### src/shared/cic_regs.vh
// register map, field positions, reset values and timing for the
// command and interrupt control block.
// assumes a 100 MHz system clock and a 32-bit Avalon-MM data path.
`ifndef CIC_REGS_VH
`define CIC_REGS_VH

// ==========================================================
// register indices (byte address is four times the index)
`define CIC_IDX_RSVD 3'h0
`define CIC_IDX_CMD 3'h1
`define CIC_IDX_MEN 3'h2
`define CIC_IDX_AEN 3'h3
`define CIC_IDX_MREQ 3'h4

// ==========================================================
// reset values
`define CIC_RST_RSVD 8'h00
`define CIC_RST_CMD 8'h20
`define CIC_RST_MEN 8'h80
`define CIC_RST_AEN 8'h00
`define CIC_RST_MREQ 8'h14

// ==========================================================
// command control fields
`define CIC_CMD_RCV_OFF 5
`define CIC_CMD_SLEEP 4
`define CIC_CMD_CODE_HI 3
`define CIC_CMD_CODE_LO 0

// main enable and request fields
`define CIC_POLARITY 7
`define CIC_SET_CLEAR 7
`define CIC_TX 6
`define CIC_RX 5
`define CIC_END 4
`define CIC_HIGH 3
`define CIC_LOW 2
`define CIC_FAULT 1
`define CIC_COUNT 0

// aux enable fields
`define CIC_DRIVE_TYPE 7
`define CIC_SECURE 4
`define CIC_CHECKSUM 2
`define CIC_AEN_MASK 8'h94

// ==========================================================
// timing
`define CIC_CLK_NS 10
`define CIC_WAKE_NS 10000

`endif

### src/cic_top.v
// command control and interrupt gating for a contactless reader front
// end, reached over an Avalon-MM slave with one wait state.
// assumes the command engine, timer, fault and aux request logic sit
// outside and exchange single-cycle pulses or levels on clk_sys.
// every request is answered after exactly one wait state; unmapped
// slots read zero and drop writes, so software never stalls on them.
// the wake-up time is a fixed count of system clocks rather than a
// measured start-up, so software must poll the sleep flag.
// the alert pin is a value plus an enable; the pad and any board
// pull-up sit one level above this block.
// fault is a level input: while it stays high its flag cannot be
// cleared, which matches a fault register that still shows bits.
// the unknown-code fallback and the end flag share one path, so an
// unknown write reports completion exactly like a finished command.
//
// Our own choice: register access over Avalon-MM.
`timescale 1ns/1ns
`include "cic_regs.vh"

module cic_top #(
   parameter IDLE_CODE = 4'h0, // command code that stops activity
   parameter SOFT_CODE = 4'hF, // soft restart command code
   parameter KNOWN_CMDS = 16'h80FF // one bit per accepted code
) (
   input wire clk_sys, // system clock, 100 MHz
   input wire rst, // synchronous reset, active high
   input wire [4:0] avs_address, // byte address
   input wire avs_read, // read request
   input wire avs_write, // write request
   input wire [31:0] avs_writedata, // write data, low byte used
   output reg [31:0] avs_readdata, // read data, low byte used
   output reg avs_waitrequest, // high while request not yet taken
   input wire cmd_done, // pulse: running command terminated
   input wire ev_tx_done, // pulse: last transmit bit sent
   input wire ev_rx_done, // pulse: valid receive stream ended
   input wire ev_buf_high, // pulse: buffer high alert
   input wire ev_buf_low, // pulse: buffer low alert
   input wire fault_any, // level: any fault register bit set
   input wire ev_countdown_zero, // pulse: timer reached zero
   input wire secure_input_req, // level: secure input activity flag
   input wire checksum_done_req, // level: checksum done flag
   output reg cmd_start, // pulse: command code launched
   output reg [3:0] cmd_code, // code of the running command
   output reg receiver_off, // receiver switched off
   output reg sleep_active, // soft power-down or wake-up in progress
   output reg alert_out, // alert pin output value
   output reg alert_oe // alert pin output enable
);

   // wake-up length in clocks; the counter loads one less than this
   localparam WAKE_CYCLES = `CIC_WAKE_NS / `CIC_CLK_NS;
   localparam [31:0] WAKE_FULL = WAKE_CYCLES - 1;
   localparam [10:0] WAKE_LAST = WAKE_FULL[10:0];
   localparam [10:0] WAKE_ZERO = 11'h000;
   localparam [10:0] WAKE_STEP = 11'h001;

   // reset images kept at register width so fields slice out cleanly
   localparam [7:0] RST_CMD = `CIC_RST_CMD;
   localparam [7:0] RST_MREQ = `CIC_RST_MREQ;

   // ==========================================================
   // register state
   reg receiver_off_flag;
   reg soft_sleep_flag;
   reg waking;
   reg [10:0] wake_cnt;
   reg [7:0] main_irq_enable;
   reg [7:0] aux_irq_enable;
   reg [6:0] main_flags;

   // next-state and combinational helpers
   reg [6:0] next_main_flags;
   reg [7:0] next_readdata;
   reg [3:0] next_code;
   reg next_start;
   reg next_end_flag;
   reg global_req;
   reg pin_level;

   wire [2:0] reg_index;
   wire acc;
   wire wr_acc;
   wire [7:0] wd;
   wire [3:0] wr_code;
   wire soft_active;

   // bus decode: index from the word address, acceptance on acknowledge
   assign reg_index = avs_address[4:2];
   assign acc = (avs_read | avs_write) & ~avs_waitrequest;
   assign wr_acc = avs_write & ~avs_waitrequest;
   assign wd = avs_writedata[7:0];
   assign wr_code = wd[`CIC_CMD_CODE_HI:`CIC_CMD_CODE_LO];
   assign soft_active = (cmd_code == SOFT_CODE);

   // ==========================================================
   // helper functions
   // true when the register index decodes to a write of that slot
   function wr_hit;
      input [2:0] idx;
      input [2:0] slot;
      input we;
      begin
         wr_hit = we & (idx == slot);
      end
   endfunction

   // true when the code is one the command engine accepts
   function known_code;
      input [3:0] code;
      begin
         known_code = KNOWN_CMDS[code];
      end
   endfunction

   // ==========================================================
   // bus handshake: one wait state, then a one-cycle acknowledge
   // readdata loads on the edge that drops waitrequest, so it is settled
   // a full cycle before the master takes it at the next edge
   always @(posedge clk_sys) begin
      if (rst) begin
         avs_waitrequest <= 1'b1;
         avs_readdata <= 32'h0000_0000;
      end else if (avs_waitrequest && (avs_read || avs_write)) begin
         avs_waitrequest <= 1'b0;
         avs_readdata <= {24'h00_0000, next_readdata};
      end else begin
         avs_waitrequest <= 1'b1;
      end
   end

   // read mux, reserved bits and write-only selector read zero
   // the mux is sampled at the wait-state edge, so a read shows the
   // state held one cycle before the acknowledge
   always @* begin
      case (reg_index)
         `CIC_IDX_RSVD: next_readdata = `CIC_RST_RSVD;
         `CIC_IDX_CMD: begin
            next_readdata = 8'h00;
            next_readdata[`CIC_CMD_RCV_OFF] = receiver_off_flag;
            // sleep reads one until wake-up completes
            next_readdata[`CIC_CMD_SLEEP] =
               soft_sleep_flag | waking;
            next_readdata[`CIC_CMD_CODE_HI:`CIC_CMD_CODE_LO] =
               cmd_code;
         end
         `CIC_IDX_MEN: next_readdata = main_irq_enable;
         `CIC_IDX_AEN:
            next_readdata = aux_irq_enable & `CIC_AEN_MASK;
         `CIC_IDX_MREQ: next_readdata = {1'b0, main_flags};
         default: next_readdata = 8'h00;
      endcase
   end

   // ==========================================================
   // command field decode on host writes and engine completion
   // a host write beats a completing command for the field in the same
   // cycle; the end of the old command is still reported in the flag
   always @* begin
      next_code = cmd_code;
      next_start = 1'b0;
      next_end_flag = 1'b0;
      if (cmd_done) begin
         // engine finished: fall back to idle, flag only a real command
         next_code = IDLE_CODE;
         next_end_flag = (cmd_code != IDLE_CODE);
      end
      if (wr_hit(reg_index, `CIC_IDX_CMD, wr_acc)) begin
         if (known_code(wr_code)) begin
            next_code = wr_code;
            next_start = 1'b1;
         end else begin
            // unknown code falls back to idle and reports the end
            next_code = IDLE_CODE;
            next_end_flag = 1'b1;
         end
      end
   end

   // command register fields and the sleep sequencer
   // sleep entry is judged against the code running before this write;
   // only a soft restart that is already running refuses the request
   always @(posedge clk_sys) begin
      if (rst) begin
         cmd_code <= RST_CMD[`CIC_CMD_CODE_HI:`CIC_CMD_CODE_LO];
         receiver_off_flag <= RST_CMD[`CIC_CMD_RCV_OFF];
         soft_sleep_flag <= RST_CMD[`CIC_CMD_SLEEP];
         waking <= 1'b0;
         wake_cnt <= WAKE_ZERO;
         cmd_start <= 1'b0;
      end else begin
         cmd_code <= next_code;
         cmd_start <= next_start;
         if (wr_hit(reg_index, `CIC_IDX_CMD, wr_acc)) begin
            // receiver-off is plain storage, sleep needs the sequencer
            receiver_off_flag <= wd[`CIC_CMD_RCV_OFF];
            if (wd[`CIC_CMD_SLEEP]) begin
               // soft restart blocks entry into sleep
               if (!soft_active) begin
                  soft_sleep_flag <= 1'b1;
                  waking <= 1'b0;
               end
            end else if (soft_sleep_flag) begin
               soft_sleep_flag <= 1'b0;
               waking <= 1'b1;
               wake_cnt <= WAKE_LAST;
            end
         end else if (waking) begin
            // count out the wake-up time, then report ready; the flag
            // keeps reading one for the whole count and the final edge
            if (wake_cnt == WAKE_ZERO) begin
               waking <= 1'b0;
            end else begin
               wake_cnt <= wake_cnt - WAKE_STEP;
            end
         end
      end
   end

   // ==========================================================
   // enable registers, aux reserved bits are never stored
   // so a read can never show a stale reserved value
   always @(posedge clk_sys) begin
      if (rst) begin
         main_irq_enable <= `CIC_RST_MEN;
         aux_irq_enable <= `CIC_RST_AEN;
      end else begin
         if (wr_hit(reg_index, `CIC_IDX_MEN, wr_acc)) begin
            main_irq_enable <= wd;
         end
         if (wr_hit(reg_index, `CIC_IDX_AEN, wr_acc)) begin
            aux_irq_enable <= wd & `CIC_AEN_MASK;
         end
      end
   end

   // ==========================================================
   // request flags: host set or clear first, hardware sets win
   // the host update is applied first and the events after it, so an
   // event landing in the same cycle as a clear is kept, never lost
   always @* begin
      next_main_flags = main_flags;
      if (wr_hit(reg_index, `CIC_IDX_MREQ, wr_acc)) begin
         if (wd[`CIC_SET_CLEAR]) begin
            next_main_flags = main_flags | wd[6:0];
         end else begin
            next_main_flags = main_flags & ~wd[6:0];
         end
      end
      // hardware events, each pulse sets its flag, which then holds until the host clears it
      if (ev_tx_done) begin
         next_main_flags[`CIC_TX] = 1'b1;
      end
      if (ev_rx_done) begin
         next_main_flags[`CIC_RX] = 1'b1;
      end
      if (next_end_flag) begin
         next_main_flags[`CIC_END] = 1'b1;
      end
      if (ev_buf_high) begin
         next_main_flags[`CIC_HIGH] = 1'b1;
      end
      if (ev_buf_low) begin
         next_main_flags[`CIC_LOW] = 1'b1;
      end
      // fault is a level and sets its flag again every clock it is high
      if (fault_any) begin
         next_main_flags[`CIC_FAULT] = 1'b1;
      end
      if (ev_countdown_zero) begin
         next_main_flags[`CIC_COUNT] = 1'b1;
      end
   end

   // request flag storage
   always @(posedge clk_sys) begin
      if (rst) begin
         main_flags <= RST_MREQ[`CIC_TX:`CIC_COUNT];
      end else begin
         main_flags <= next_main_flags;
      end
   end

   // ==========================================================
   // global request and pin level before drive selection
   // aux requests are levels held outside in their own register and
   // enter the OR without storage here
   always @* begin
      global_req = (|(main_flags & main_irq_enable[6:0]))
         | (secure_input_req & aux_irq_enable[`CIC_SECURE])
         | (checksum_done_req
            & aux_irq_enable[`CIC_CHECKSUM]);
      pin_level = global_req
         ^ main_irq_enable[`CIC_POLARITY];
   end

   // alert pin drive: push-pull always drives, open drain pulls low
   // open drain never drives high: a high level is left to the pull-up,
   // so the enable carries the inverted level and the value stays low;
   // registering both keeps the pin free of decode glitches
   always @(posedge clk_sys) begin
      if (rst) begin
         alert_out <= 1'b0;
         alert_oe <= 1'b0;
      end else if (aux_irq_enable[`CIC_DRIVE_TYPE]) begin
         alert_out <= pin_level;
         alert_oe <= 1'b1;
      end else begin
         alert_out <= 1'b0;
         alert_oe <= ~pin_level;
      end
   end

   // status outputs for the rest of the front end
   // both lag their source by one clock so every top output is a flop
   always @(posedge clk_sys) begin
      if (rst) begin
         receiver_off <= 1'b0;
         sleep_active <= 1'b0;
      end else begin
         receiver_off <= receiver_off_flag;
         sleep_active <= soft_sleep_flag | waking;
      end
   end

endmodule

### config.mk
export PLATFORM = sky130hd
export DESIGN_NAME = cic_top
export DESIGN_NICKNAME = d
export VERILOG_FILES = /design/src/cic_top.v
export VERILOG_INCLUDE_DIRS = /design/src /design/src/shared
export SDC_FILE = /design/constraint.sdc
export NUM_CORES = 1
export LEC_CHECK = 0
export BUFFER_PORTS_ARGS = -buffer_cell sky130_fd_sc_hd__buf_4
export CAP_MARGIN = 20
export CORE_UTILIZATION = 40
export DETAILED_ROUTE_END_ITERATION = 8
export GPL_TIMING_DRIVEN = 0
export PLACE_DENSITY = 0.66
export SLEW_MARGIN = 10
export SYNTH_ARGS = -nofsm -noshare
export SYNTH_HDL_FRONTEND = slang
export SYNTH_SLANG_ARGS = --single-unit
### constraint.sdc
create_clock -name clk_sys -period 5.7 [get_ports clk_sys]
set_input_delay 0.855 -clock clk_sys [delete_from_list [all_inputs] [get_ports clk_sys]]
set_output_delay 0.855 -clock clk_sys [all_outputs]
set_load 0.02 [all_outputs]
; ---- After elaboration in Yosys (flattened, before gate mapping)
; Memory sizes are Yosys's and may differ from the RTL's.
; Index checks and enable logic that the tools add are counted.
[classes]
add_sub_neg = 1
n_lt_le_gt_ge = 1
eq_ne = 11
muxes = 31
bitwise = 19
n_reduce_logical = 19
[op_table]
columns = operator, count
row1 = 11-bit 2-to-1 mux, 5
row2 = 8-bit case mux with 4 select lines, 1
row3 = 1-bit 2-to-1 mux, 20
row4 = 7-bit bitwise AND, 2
row5 = 7-bit 2-to-1 mux, 2
row6 = 2-bit nonzero test, 7
row7 = 4-bit 2-to-1 mux, 3
row8 = 11-bit logical NOT, 1
row9 = 11-bit by 1-bit subtractor with 11-bit output (second input constant), 1
row10 = 2-bit != test (second input constant), 4
row11 = 2-bit OR reduction, 4
row12 = 1-bit bitwise AND, 7
row13 = 7-bit NOT, 1
row14 = 7-bit OR, 1
row15 = 7-bit OR reduction, 1
row16 = 3-bit by 2-bit == test with 1-bit output (second input constant), 2
row17 = 3-bit != test (second input constant), 2
row18 = 4-bit by 5-bit less-than comparator with 1-bit output (second input constant), 1
row19 = 4-bit == test (second input constant), 1
row20 = 1-bit NOT, 4
row21 = 2-bit AND reduction, 2
row22 = 4-bit AND reduction, 1
row23 = 4-bit nonzero test, 1
row24 = 3-bit by 1-bit == test with 1-bit output (second input constant), 1
row25 = other kinds (5), 7
[word_totals]
ff_bits = 50
mem_bits_ro = 16
input_bits = 50
out_inout_bits = 42
word_cells = 104
memories = 1
[mem_list]
columns = name, words, word_bits, rd, rd_clocked_by_memory_dff, wr, line
row1 = (no name shown), 16, 1, 1, 0, 0, cic_top.v:111  ; known_code = KNOWN_CMDS[code];

; ---- Logic depth before layout (Yosys ltp)
; Gate-level depths: netlist (run 1).
[depth]
depth_word = 7
depth_mapped = 8
depth_no_buf = 6

; ---- Worst setup path before layout (run 1)
; Ideal clock, no wire load.
[synth_path]
kind = input port to flip-flop
start = input port avs_address[3]
end = register main_irq_enable[7]
setup_time_ps = 121
arrival_ps = 2154
required_time_ps = 5579
path_slack_ps = 3425
cell_stages = 6
n_path_buf = 2
path_cell_list = clkbuf_1 -> nor2b_1 -> and3_1 -> clkbuf_1 -> mux2i_1 -> nand2_1
[synth_between]
elab_chain_len = 2
[synth_rtl]
columns = element, line
row1 = from (decl), cic_top.v:27  ; input wire [4:0] avs_address,
row2 = 3-bit by 2-bit == test with 1-bit output, cic_top.v:103  ; wr_hit = we & (idx == slot);
row3 = 1-bit bitwise AND, cic_top.v:103
row4 = to (signal assigned), cic_top.v:224  ; main_irq_enable <= `CIC_RST_MEN;
row5 = to (signal assigned), cic_top.v:228  ; main_irq_enable <= wd;
row6 = to (decl), cic_top.v:67  ; reg [7:0] main_irq_enable;
; Every way passes these cells.
; A chain may end at the register's enable or synchronous reset.

; ---- Worst setup path after layout (run 1)
[layout_path]
start = input port avs_address[3]
end = register main_irq_enable[2]
; The elaborated chain is that of the path after synthesis.

==> results.cfg, run 1 <==
[timing]
maxSlewViolCount = 0
fin_crit_sh = 0.4236
whs_ns = 0.4567
max_slew_margin = 0.5657
clock.fmax_mhz = 414.2
setup_viol = 0
fin_ws_ns = 3.285
hold_viol_final = 0
rsz0062_at_grt = no
fin_crit_ns = 2.415
setup_tns_ns = 0
worst_pin_slew_ns = 0.6514
fin_skew_ns = 0.009655

[pwr]
switching_power_uw = 185.0
sw_frac_of_total = 0.2778
powerDensity_nw_per_um2 = 212.0
leakagePower_nw = 1.338
p_int_uw = 480.9
combPwrFrac = 0.142
p_seq_frac = 0.542
clockPowerShare = 0.316
max-vdd-ir-drop_mv = 0.1453

[clock_network]
cts_buffer_depth = 2
cts_buffers = 5
cts_tree = built
cts-root-buf = clkbuf_8
cts_hold_buf = 0
cts_htree_levels = 2
cts_resized = 0
clkTransAtPathRegs_ns = 0.10
cts.sinks = 50
worstSkewPairLatency_ns = 0.30
cts_setup_buffers = 0

[global_route]
grt_pass1_vias = 2107
antenna_found_initial = 0
track_usage = 0.2054
grt_pass1_wl_um = 10450
grt_overflow = 0
grt_max_degree = 17

[finish]
layout-drive-gt1-share = 0.2053
fin_nets = 425
instances_no_fill = 450
stdcell_area_um2 = 3141
synthToLayoutAreaGrowth_pct = 21.49
diodes = 0

[drt]
wirelength_um = 6535
vias_per_cell = 5.367
wl_per_cell_um = 14.52
vias = 2415
antenna_left = 0
drt_iter0_drc = 170
drc = 0
drt-pass1-iter-count = 5

[die]
fp-row-count = 28
core_area_um2 = 6061
dieArea_um2 = 6788
io_pins = 92
chipWidth_um = 82.39
die_y_um = 82.39
initial_core_util = 0.4265

[logic_synthesis]
synth_compound_area_frac = 0.1588
synth_top_area_cell = dfxtp_1
synth_area_um2 = 2585
synthTopCellsByCount = dfxtp_1, a21oi_1, buf_4, nor2_1, mux2i_1
yosysSeqAreaShare = 0.3872
yosys_most_used_dff = dfxtp_1
yosys-top-cells-area = dfxtp_1, mux2i_1, buf_4
synth_top_family_by_area = simple AND/OR/NAND/NOR gates
synth-xor-area-share = 0
synth_edf_count = 0
yosys.area.top_type_share = 0.3872
synthMuxAreaShare = 0.07744
synth_warnings = 0
synthArstFlopShare = 0
synthSimpleGateAreaFrac = 0.2517
synthCells = 306
yosysUniqueCellTypes = 50
ys_seq_elements = 50
syn_area_per_cell_um2 = 8.448
synthAdderAreaFrac = 0.004840
yosysMostFrequentCell = dfxtp_1

[flow_run]
drv_cap = 0

[hold_path]
min_path_type = reg2reg
hold_depth = 2

[critical_path]
path_class = in2reg
reg2reg_depth = 8
crit_path_frequent_cell = clkbuf_1
path_max_fanout = 10
cp.required_ns = 5.89
start_kind = input pin
cpMaxStageDelayCell = clkbuf_1
end_kind = flop
worstPathArrival_ns = 2.60
cpPeakStageDelay_ns = 0.50
crit_chain = buf_4 -> clkbuf_1 -> nor2b_1 -> and3_1 -> clkbuf_1 -> mux2i_1 -> nor2_1

[placement]
portBuffers = 38
dp_cells = 442
gp_congestion = 0.8964
hpwl_um = 4781
dpl_cell_area_um2 = 3050
pre_cts_ws_ns = 2.968

[status]
outcome = completed
==> critical path: cells and delay by family <==
| family | cells | cell delay (ns) |
|---|---|---|
| simple gates | 3 | 0.56 |
| buf+inv | 3 | 0.92 |
| mux | 1 | 0.25 |
==> power by group through the flow <==
| stage | registers, mW | logic (mW) | clock network (mW) |
|---|---|---|---|
| after floorplan | 0.372 | 0.0589 | 0 |
| after global placement | 0.369 | 0.0930 | 0 |
| after detailed placement | 0.369 | 0.0936 | 0 |
| after CTS | 0.361 | 0.0939 | 0.215 |
| after global routing | 0.362 | 0.103 | 0.230 |
| final | 0.361 | 0.0943 | 0.211 |
==> worst paths after layout <==
check,to,startpoint,slack [ns]
worst max register to register,wake_cnt[2]$_SDFFE_PP0P_,wake_cnt[0]$_SDFFE_PP0P_,3.40
worst min register to register,avs_readdata[1]$_SDFFE_PP0P_,avs_readdata[1]$_SDFFE_PP0P_,0.46
worst min-delay path,avs_readdata[1]$_SDFFE_PP0P_,avs_readdata[1]$_SDFFE_PP0P_,0.46
worst max-delay path,main_irq_enable[2]$_SDFFE_PP0P_,avs_address[3],3.29
==> cell families after synthesis <==
logic type | count (synthesis)
AOI/OAI and AO/OA | 65
adders and majority gates | 1
buffers and inverters | 55
DFF | 50
muxes | 20
other | 1
and+or+nand+nor | 114
==> sequential cells by signal, indices dropped and copies added, names as in the netlist, 3 cells and up, named ones only <==
| signal | cells |
|---|---|
| main_flags | 5 |
| main_irq_enable | 8 |
| wake_cnt | 11 |
| avs_readdata | 8 |
| cmd_code | 4 |
| aux_irq_enable | 3 |
==> metrics by stage <==
step                      power [mW]    util
after floorplan               0.4305       -
after global placement        0.4619  0.5033
after detailed placement      0.4627  0.5033
after CTS                     0.6694  0.5182
after global routing          0.6952  0.5182
final                         0.6659  0.5182
==> placed cells by master (no fill, tap or decap), drive strengths merged, types with 3 or more instances in the layout <==
cell | Yosys | routed
nand2 | 15 | 15
nor4 | 3 | 3
a31oi | 4 | 4
and2 | 4 | 4
nand3 | 16 | 16
conb | 1 | 24
nor3 | 8 | 8
nor2 | 24 | 24
clkbuf | 15 | 20
o21ai | 12 | 12
dfxtp | 50 | 50
mux2i | 20 | 20
inv | 13 | 13
a21oi | 27 | 27
buf | 27 | 65
or4b | 4 | 4
nand3b | 13 | 13
o41ai | 4 | 4
or4 | 3 | 3
or3 | 3 | 3
nor2b | 5 | 5
a22oi | 3 | 3
and3 | 3 | 3
==> metal layers <==
layer / track usage / vias up / share of wire
li1: - / 1191 / -
met1: 0.2981 / 1110 / 0.48
met2: 0.3091 / 108 / 0.44
met3: 0.03956 / 6 / 0.079
met4: 0.05088 / 0 / 0.0073
met5: 0 / - / 0
==> cell type report <==
| type | count | area (µm²) |
|---|---|---|
| Fill cell | 598 | 2920 |
| Multi-Input combinational cell | 224 | 1364 |
| Sequential cell | 50 | 1001 |
| Timing Repair Buffer | 38 | 285.3 |
| Buffer | 42 | 257.7 |
| Tap cell | 75 | 93.84 |
| Clock buffer | 5 | 68.82 |
| Inverter | 13 | 48.80 |
| Clock inverter | 3 | 21.27 |
Note: power is estimated with default switching activity, not from simulation.
==> run 2: changes to the inputs <==
==> constraint.sdc (replaced) <==
create_clock -name clk_sys -period 2.4 [get_ports clk_sys]
set_input_delay 0.36 -clock clk_sys [delete_from_list [all_inputs] [get_ports clk_sys]]
set_output_delay 0.36 -clock clk_sys [all_outputs]
set_load 0.02 [all_outputs]
==> run 2 against run 1 <==
Combinational power is 140% higher. Global-route usage stayed put. Register-to-register slack worse by 3.3 ns. Non-clock buffer count stayed put. Largest power group unchanged. Highest routed layer unchanged.
==> results.cfg, run 2 (synthesized netlist as in run 1, its figures left out) <==
[status]
outcome = completed

[timing]
fin_crit_ns = 2.290
whs_ns = 0.2172
setup_viol = 0
clock.fmax_mhz = 436.6
max_slew_margin = 0.5547
rsz0062_at_grt = yes
fin_skew_ns = 0.009635
fin_crit_sh = 0.9543
worst_pin_slew_ns = 0.6679
fin_ws_ns = 0.1097
maxSlewViolCount = 0
hold_viol_final = 0

[clock_network]
cts_buffer_depth = 2
cts_buffers = 5
cts_htree_levels = 2
cts_tree = built
clkTransAtPathRegs_ns = 0.10
cts-root-buf = clkbuf_8
worstSkewPairLatency_ns = 0.31
cts.sinks = 50

[die]
fp-row-count = 28
chipWidth_um = 82.39
dieArea_um2 = 6788
io_pins = 92
die_y_um = 82.39
core_area_um2 = 6061
initial_core_util = 0.4265

[critical_path]
worstPathArrival_ns = 2.46
cp.depth = 8
path_max_fanout = 7
rr_endpoint = wake_cnt[2]$_SDFFE_PP0P_
crit_end = wake_cnt[2]$_SDFFE_PP0P_
reg2reg_depth = 8
timing.rr.start = wake_cnt[0]$_SDFFE_PP0P_
crit_chain = inv_1 -> ha_2 -> or4b_1 -> buf_2 -> or4_4 -> buf_6 -> a311oi_1 -> a311oi_1
path_class = reg2reg
end_kind = flop
cp.required_ns = 2.57
crit_path_frequent_cell = a311oi_1
setup.worst_path.start = wake_cnt[0]$_SDFFE_PP0P_
cpPeakStageDelay_ns = 0.48
cpMaxStageDelayCell = or4_4
start_kind = flop
crit_family = simple AND/OR/NAND/NOR gates
r2r_setup_slack_ns = 0.11
critical_path_buf_inv_count = 3

[finish]
multi_input_area_um2 = 1366
instances_no_fill = 450
final_common_cell = buf_4
layout-drive-gt1-share = 0.2080
largest_reg_flops = 11
stdcell_area_um2 = 3146
regMostFlops = wake_cnt
reg.largest.list = wake_cnt (11), avs_readdata (8), main_irq_enable (8)
fillers = 592
diodes = 0
layout_common_cells = buf_4, dfxtp_1, a21oi_1
synthToLayoutAreaGrowth_pct = 21.68
fin_nets = 425
regArea_um2 = 1001

[drt]
met1_length_um = 3116
wl_per_cell_um = 14.59
top_layer = met4
vias_per_cell = 5.358
drt_iter0_drc = 157
wirelength_um = 6565
drc = 0
drt-pass1-iter-count = 5
vias = 2411
dr_wl_met3_um = 523
wl_met2_um = 2856
antenna_left = 0

[global_route]
grt_pass1_wl_um = 10450
antenna_found_initial = 0
track_usage = 0.2054
grt_pass1_vias = 2107
grt_overflow = 0
grt_max_degree = 17

[pwr]
powerDensity_nw_per_um2 = 503.3
power.total_mw = 1.583
leakagePower_nw = 1.340
max-vdd-ir-drop_mv = 0.3457

[placement]
pre_cts_ws_ns = 0.1023
dpl_cell_area_um2 = 3050
portBuffers = 38
dp_cells = 442
gp_congestion = 0.8964
hpwl_um = 4781

[flow_run]
drv_cap = 0

[hold_path]
min_path_type = in2reg
==> run 2: worst min-delay path: stages <==
cell and delay (ns):
buf_4 0.08, nor2_1 0.03, nand2_1 0.04
==> run 2: through the flow <==
stage | setup TNS (ns) | util
final | 0 | 0.5190
after global routing | -0.07763 | 0.5190
after CTS | 0 | 0.5182
after detailed placement | 0 | 0.5033
after global placement | 0 | 0.5033
after floorplan | 0 | -
==> run 2: layer usage <==
layer  GRT usage  vias up
met5           0        -
met4     0.05088        0
met3     0.03956        8
met2      0.3091       98
met1      0.2981     1117
li1            -     1188
==> run 2: repair_timing <==
item,4_1_cts,5_1_grt
setup endpoints to repair,0,2
hold buffers,0,0
setup buffers,0,0
gates resized for setup,0,2
==> run 2: worst min path at each step <==
stage	start	to	slack [ns]	cells past startpoint
5_1_grt	ev_buf_low	flop	0.25	3
3_5_place_dp	avs_readdata[1]$_SDFFE_PP0P_	avs_readdata[1]$_SDFFE_PP0P_	0.45	2
2_1_floorplan	ev_buf_low	flop	0.45	2
6_report	ev_buf_low	flop	0.22	3
3_3_place_gp	avs_readdata[5]$_SDFFE_PP0P_	avs_readdata[5]$_SDFFE_PP0P_	0.44	2
4_1_cts	ev_buf_low	flop	0.21	3
==> run 2: layout make-up <==
class                   count  share of cell area
multi-input cells         224              0.4344
flip-flops and latches     50              0.3182
repair buffers             38             0.09069
plain buffers              42             0.08274
well taps                  75             0.02983
clock buffers               5             0.02188
inverters                  13             0.01551
clock inverters             3            0.006762
==> run 2: report_power, final <==
part	internal (mW)	total, mW	switching [mW]
combinational	0.0915	0.225	0.133
sequential	0.845	0.858	0.0123
clock	0.205	0.501	0.295
==> run 3: changes to the inputs <==
--- a/config.mk
+++ b/config.mk
@@ -9,6 +9,7 @@
 export BUFFER_PORTS_ARGS = -buffer_cell sky130_fd_sc_hd__buf_4
 export CAP_MARGIN = 20
 export CORE_UTILIZATION = 40
+export CTS_BUF_LIST = sky130_fd_sc_hd__clkbuf_2
 export DETAILED_ROUTE_END_ITERATION = 8
 export GPL_TIMING_DRIVEN = 0
 export PLACE_DENSITY = 0.66
==> run 3 against run 2 <==
Power fell by 8.6%. Via count fell by 0.91%. Combinational power barely moved. Final cell count is the same. Die area unchanged. Flip-flop and latch count unchanged. Count of clock-buffer cells in the layout did not move. Global-route usage is 0.14 points lower. Critical endpoint unchanged. Largest cell class unchanged. Largest power group unchanged. Highest routed layer unchanged.
==> results.cfg, run 3 (synthesized netlist as in run 1, its figures left out) <==
[finish]
diodes = 0
regArea_um2 = 1002
fillers = 600
layout-drive-gt1-share = 0.2133
post-route-util = 0.5151
layout_common_cells = buf_4, dfxtp_1, a21oi_1
synthToLayoutAreaGrowth_pct = 20.76
fin_nets = 425
regMostFlops = wake_cnt
largest_reg_flops = 11
final_common_cell = buf_4
multi_input_area_um2 = 1383
reg.largest.list = wake_cnt (11), avs_readdata (8), main_irq_enable (8)

[timing]
fin_crit_ns = 2.298
clock.fmax_mhz = 435.2
maxSlewViolCount = 0
max_slew_margin = 0.5439
whs_ns = 0.06716
worst_pin_slew_ns = 0.6841
fin_crit_sh = 0.9574
fin_ws_ns = 0.1021
fin_skew_ns = 0.03180
hold_viol_final = 0
setup_viol = 0

[clock_network]
cts_tree = built
clkTransAtPathRegs_ns = 0.27
cts_htree_levels = 2
worstSkewPairLatency_ns = 0.45
cts_buffer_depth = 2
cts.sinks = 50
cts-root-buf = clkbuf_2
cts_buffers = 5

[critical_path]
end_kind = flop
crit_chain = inv_1 -> ha_4 -> or4b_1 -> clkbuf_4 -> or4_4 -> buf_6 -> a311oi_2 -> a311oi_1
reg2reg_depth = 8
timing.rr.start = wake_cnt[0]$_SDFFE_PP0P_
crit_family = simple AND/OR/NAND/NOR gates
r2r_setup_slack_ns = 0.10
rr_endpoint = wake_cnt[2]$_SDFFE_PP0P_
worstPathArrival_ns = 2.64
start_kind = flop
cpPeakStageDelay_ns = 0.48
critical_path_buf_inv_count = 3
path_class = reg2reg
cpMaxStageDelayCell = or4_4
cp.required_ns = 2.74
path_max_fanout = 7

[placement]
pre_cts_ws_ns = 0.1023
hpwl_um = 4781
portBuffers = 38
gp_congestion = 0.8964

[pwr]
max-vdd-ir-drop_mv = 0.3061
power.total_mw = 1.447
leakagePower_nw = 1.327
powerDensity_nw_per_um2 = 463.7

[drt]
wl_per_cell_um = 14.67
wirelength_um = 6600
drt-pass1-iter-count = 5
vias_per_cell = 5.309
drt_iter0_drc = 189
antenna_left = 0
vias = 2389
drc = 0

[global_route]
grt_pass1_vias = 2104
met3_usage = 0.03626
antenna_found_initial = 0
grtUsageMet2 = 0.3091
met1_usage = 0.2960
busiest_layer = met2
grt_overflow = 0
grt_pass1_wl_um = 10380
track_usage = 0.2040
grt_max_degree = 17

[hold_path]
min_path_type = in2reg
hold_path_startpoint = ev_buf_low
hold_depth = 3

[flow_run]
drv_cap = 0

[die]
dieArea_um2 = 6788
initial_core_util = 0.4265
die_y_um = 82.39
core_area_um2 = 6061
fp-row-count = 28
io_pins = 92
chipWidth_um = 82.39

[status]
outcome = completed
[run 3: routing by layer]
layer	vias to the layer above	share of wire
met5	-	0
met2	100	0.43
met1	1093	0.48
met3	6	0.074
met4	0	0.0080
li1	1190	-
[run 3: metrics by stage]
| step | setup TNS [ns] | area [µm²] | instances |
|---|---|---|---|
| after CTS | 0 | 3097 | 450 |
| after global routing | -0.02419 | 3122 | 450 |
| final | 0 | 3122 | 450 |
| after global placement | 0 | 3050 | 442 |
| after floorplan | 0 | 2671 | 329 |
| after detailed placement | 0 | 3050 | 442 |
[run 3: worst register-to-register path, cell delays in order, from the launching register on]
cell and delay [ns]:
dfxtp_2 0.39, inv_1 0.10, ha_4 0.16, or4b_1 0.42
clkbuf_4 0.18, or4_4 0.48, buf_6 0.15, a311oi_2 0.25
a311oi_1 0.07
[run 3: area by class of cell]
| class | instances | area share |
|---|---|---|
| multi-input cells | 224 | 0.4429 |
| repair buffers | 38 | 0.09138 |
| well taps | 75 | 0.03006 |
| clock buffers | 5 | 0.008016 |
| flip-flops and latches | 50 | 0.3210 |
| inverters | 13 | 0.01563 |
| plain buffers | 42 | 0.08417 |
| clock inverters | 3 | 0.006814 |
[run 3: how the worst max path moves through the flow]
| stage | from | end | cells past startpoint |
|---|---|---|---|
| floorplan | wake_cnt[0]$_SDFFE_PP0P_ | wake_cnt[2]$_SDFFE_PP0P_ | 8 |
| global placement | wake_cnt[0]$_SDFFE_PP0P_ | wake_cnt[2]$_SDFFE_PP0P_ | 8 |
| detailed placement | wake_cnt[0]$_SDFFE_PP0P_ | wake_cnt[2]$_SDFFE_PP0P_ | 8 |
| CTS | wake_cnt[0]$_SDFFE_PP0P_ | wake_cnt[2]$_SDFFE_PP0P_ | 8 |
| global route | wake_cnt[1]$_SDFFE_PP0P_ | wake_cnt[1]$_SDFFE_PP0P_ | 8 |
| finish | wake_cnt[0]$_SDFFE_PP0P_ | wake_cnt[2]$_SDFFE_PP0P_ | 8 |
[run 3: what timing repair did]
action,4_1_cts,5_1_grt
buffers inserted,0,0
gates resized for setup,0,7
setup endpoints to repair,0,2
hold buffers,0,0
[run 3: where the power goes]
group          switching, mW  internal [mW]  leakage [nW]  total [mW]
Sequential            0.0122          0.850         0.406       0.862
Clock                  0.289         0.0717        0.0289       0.361
Combinational          0.133         0.0915         0.892       0.225
Total                  0.434           1.01          1.33        1.45
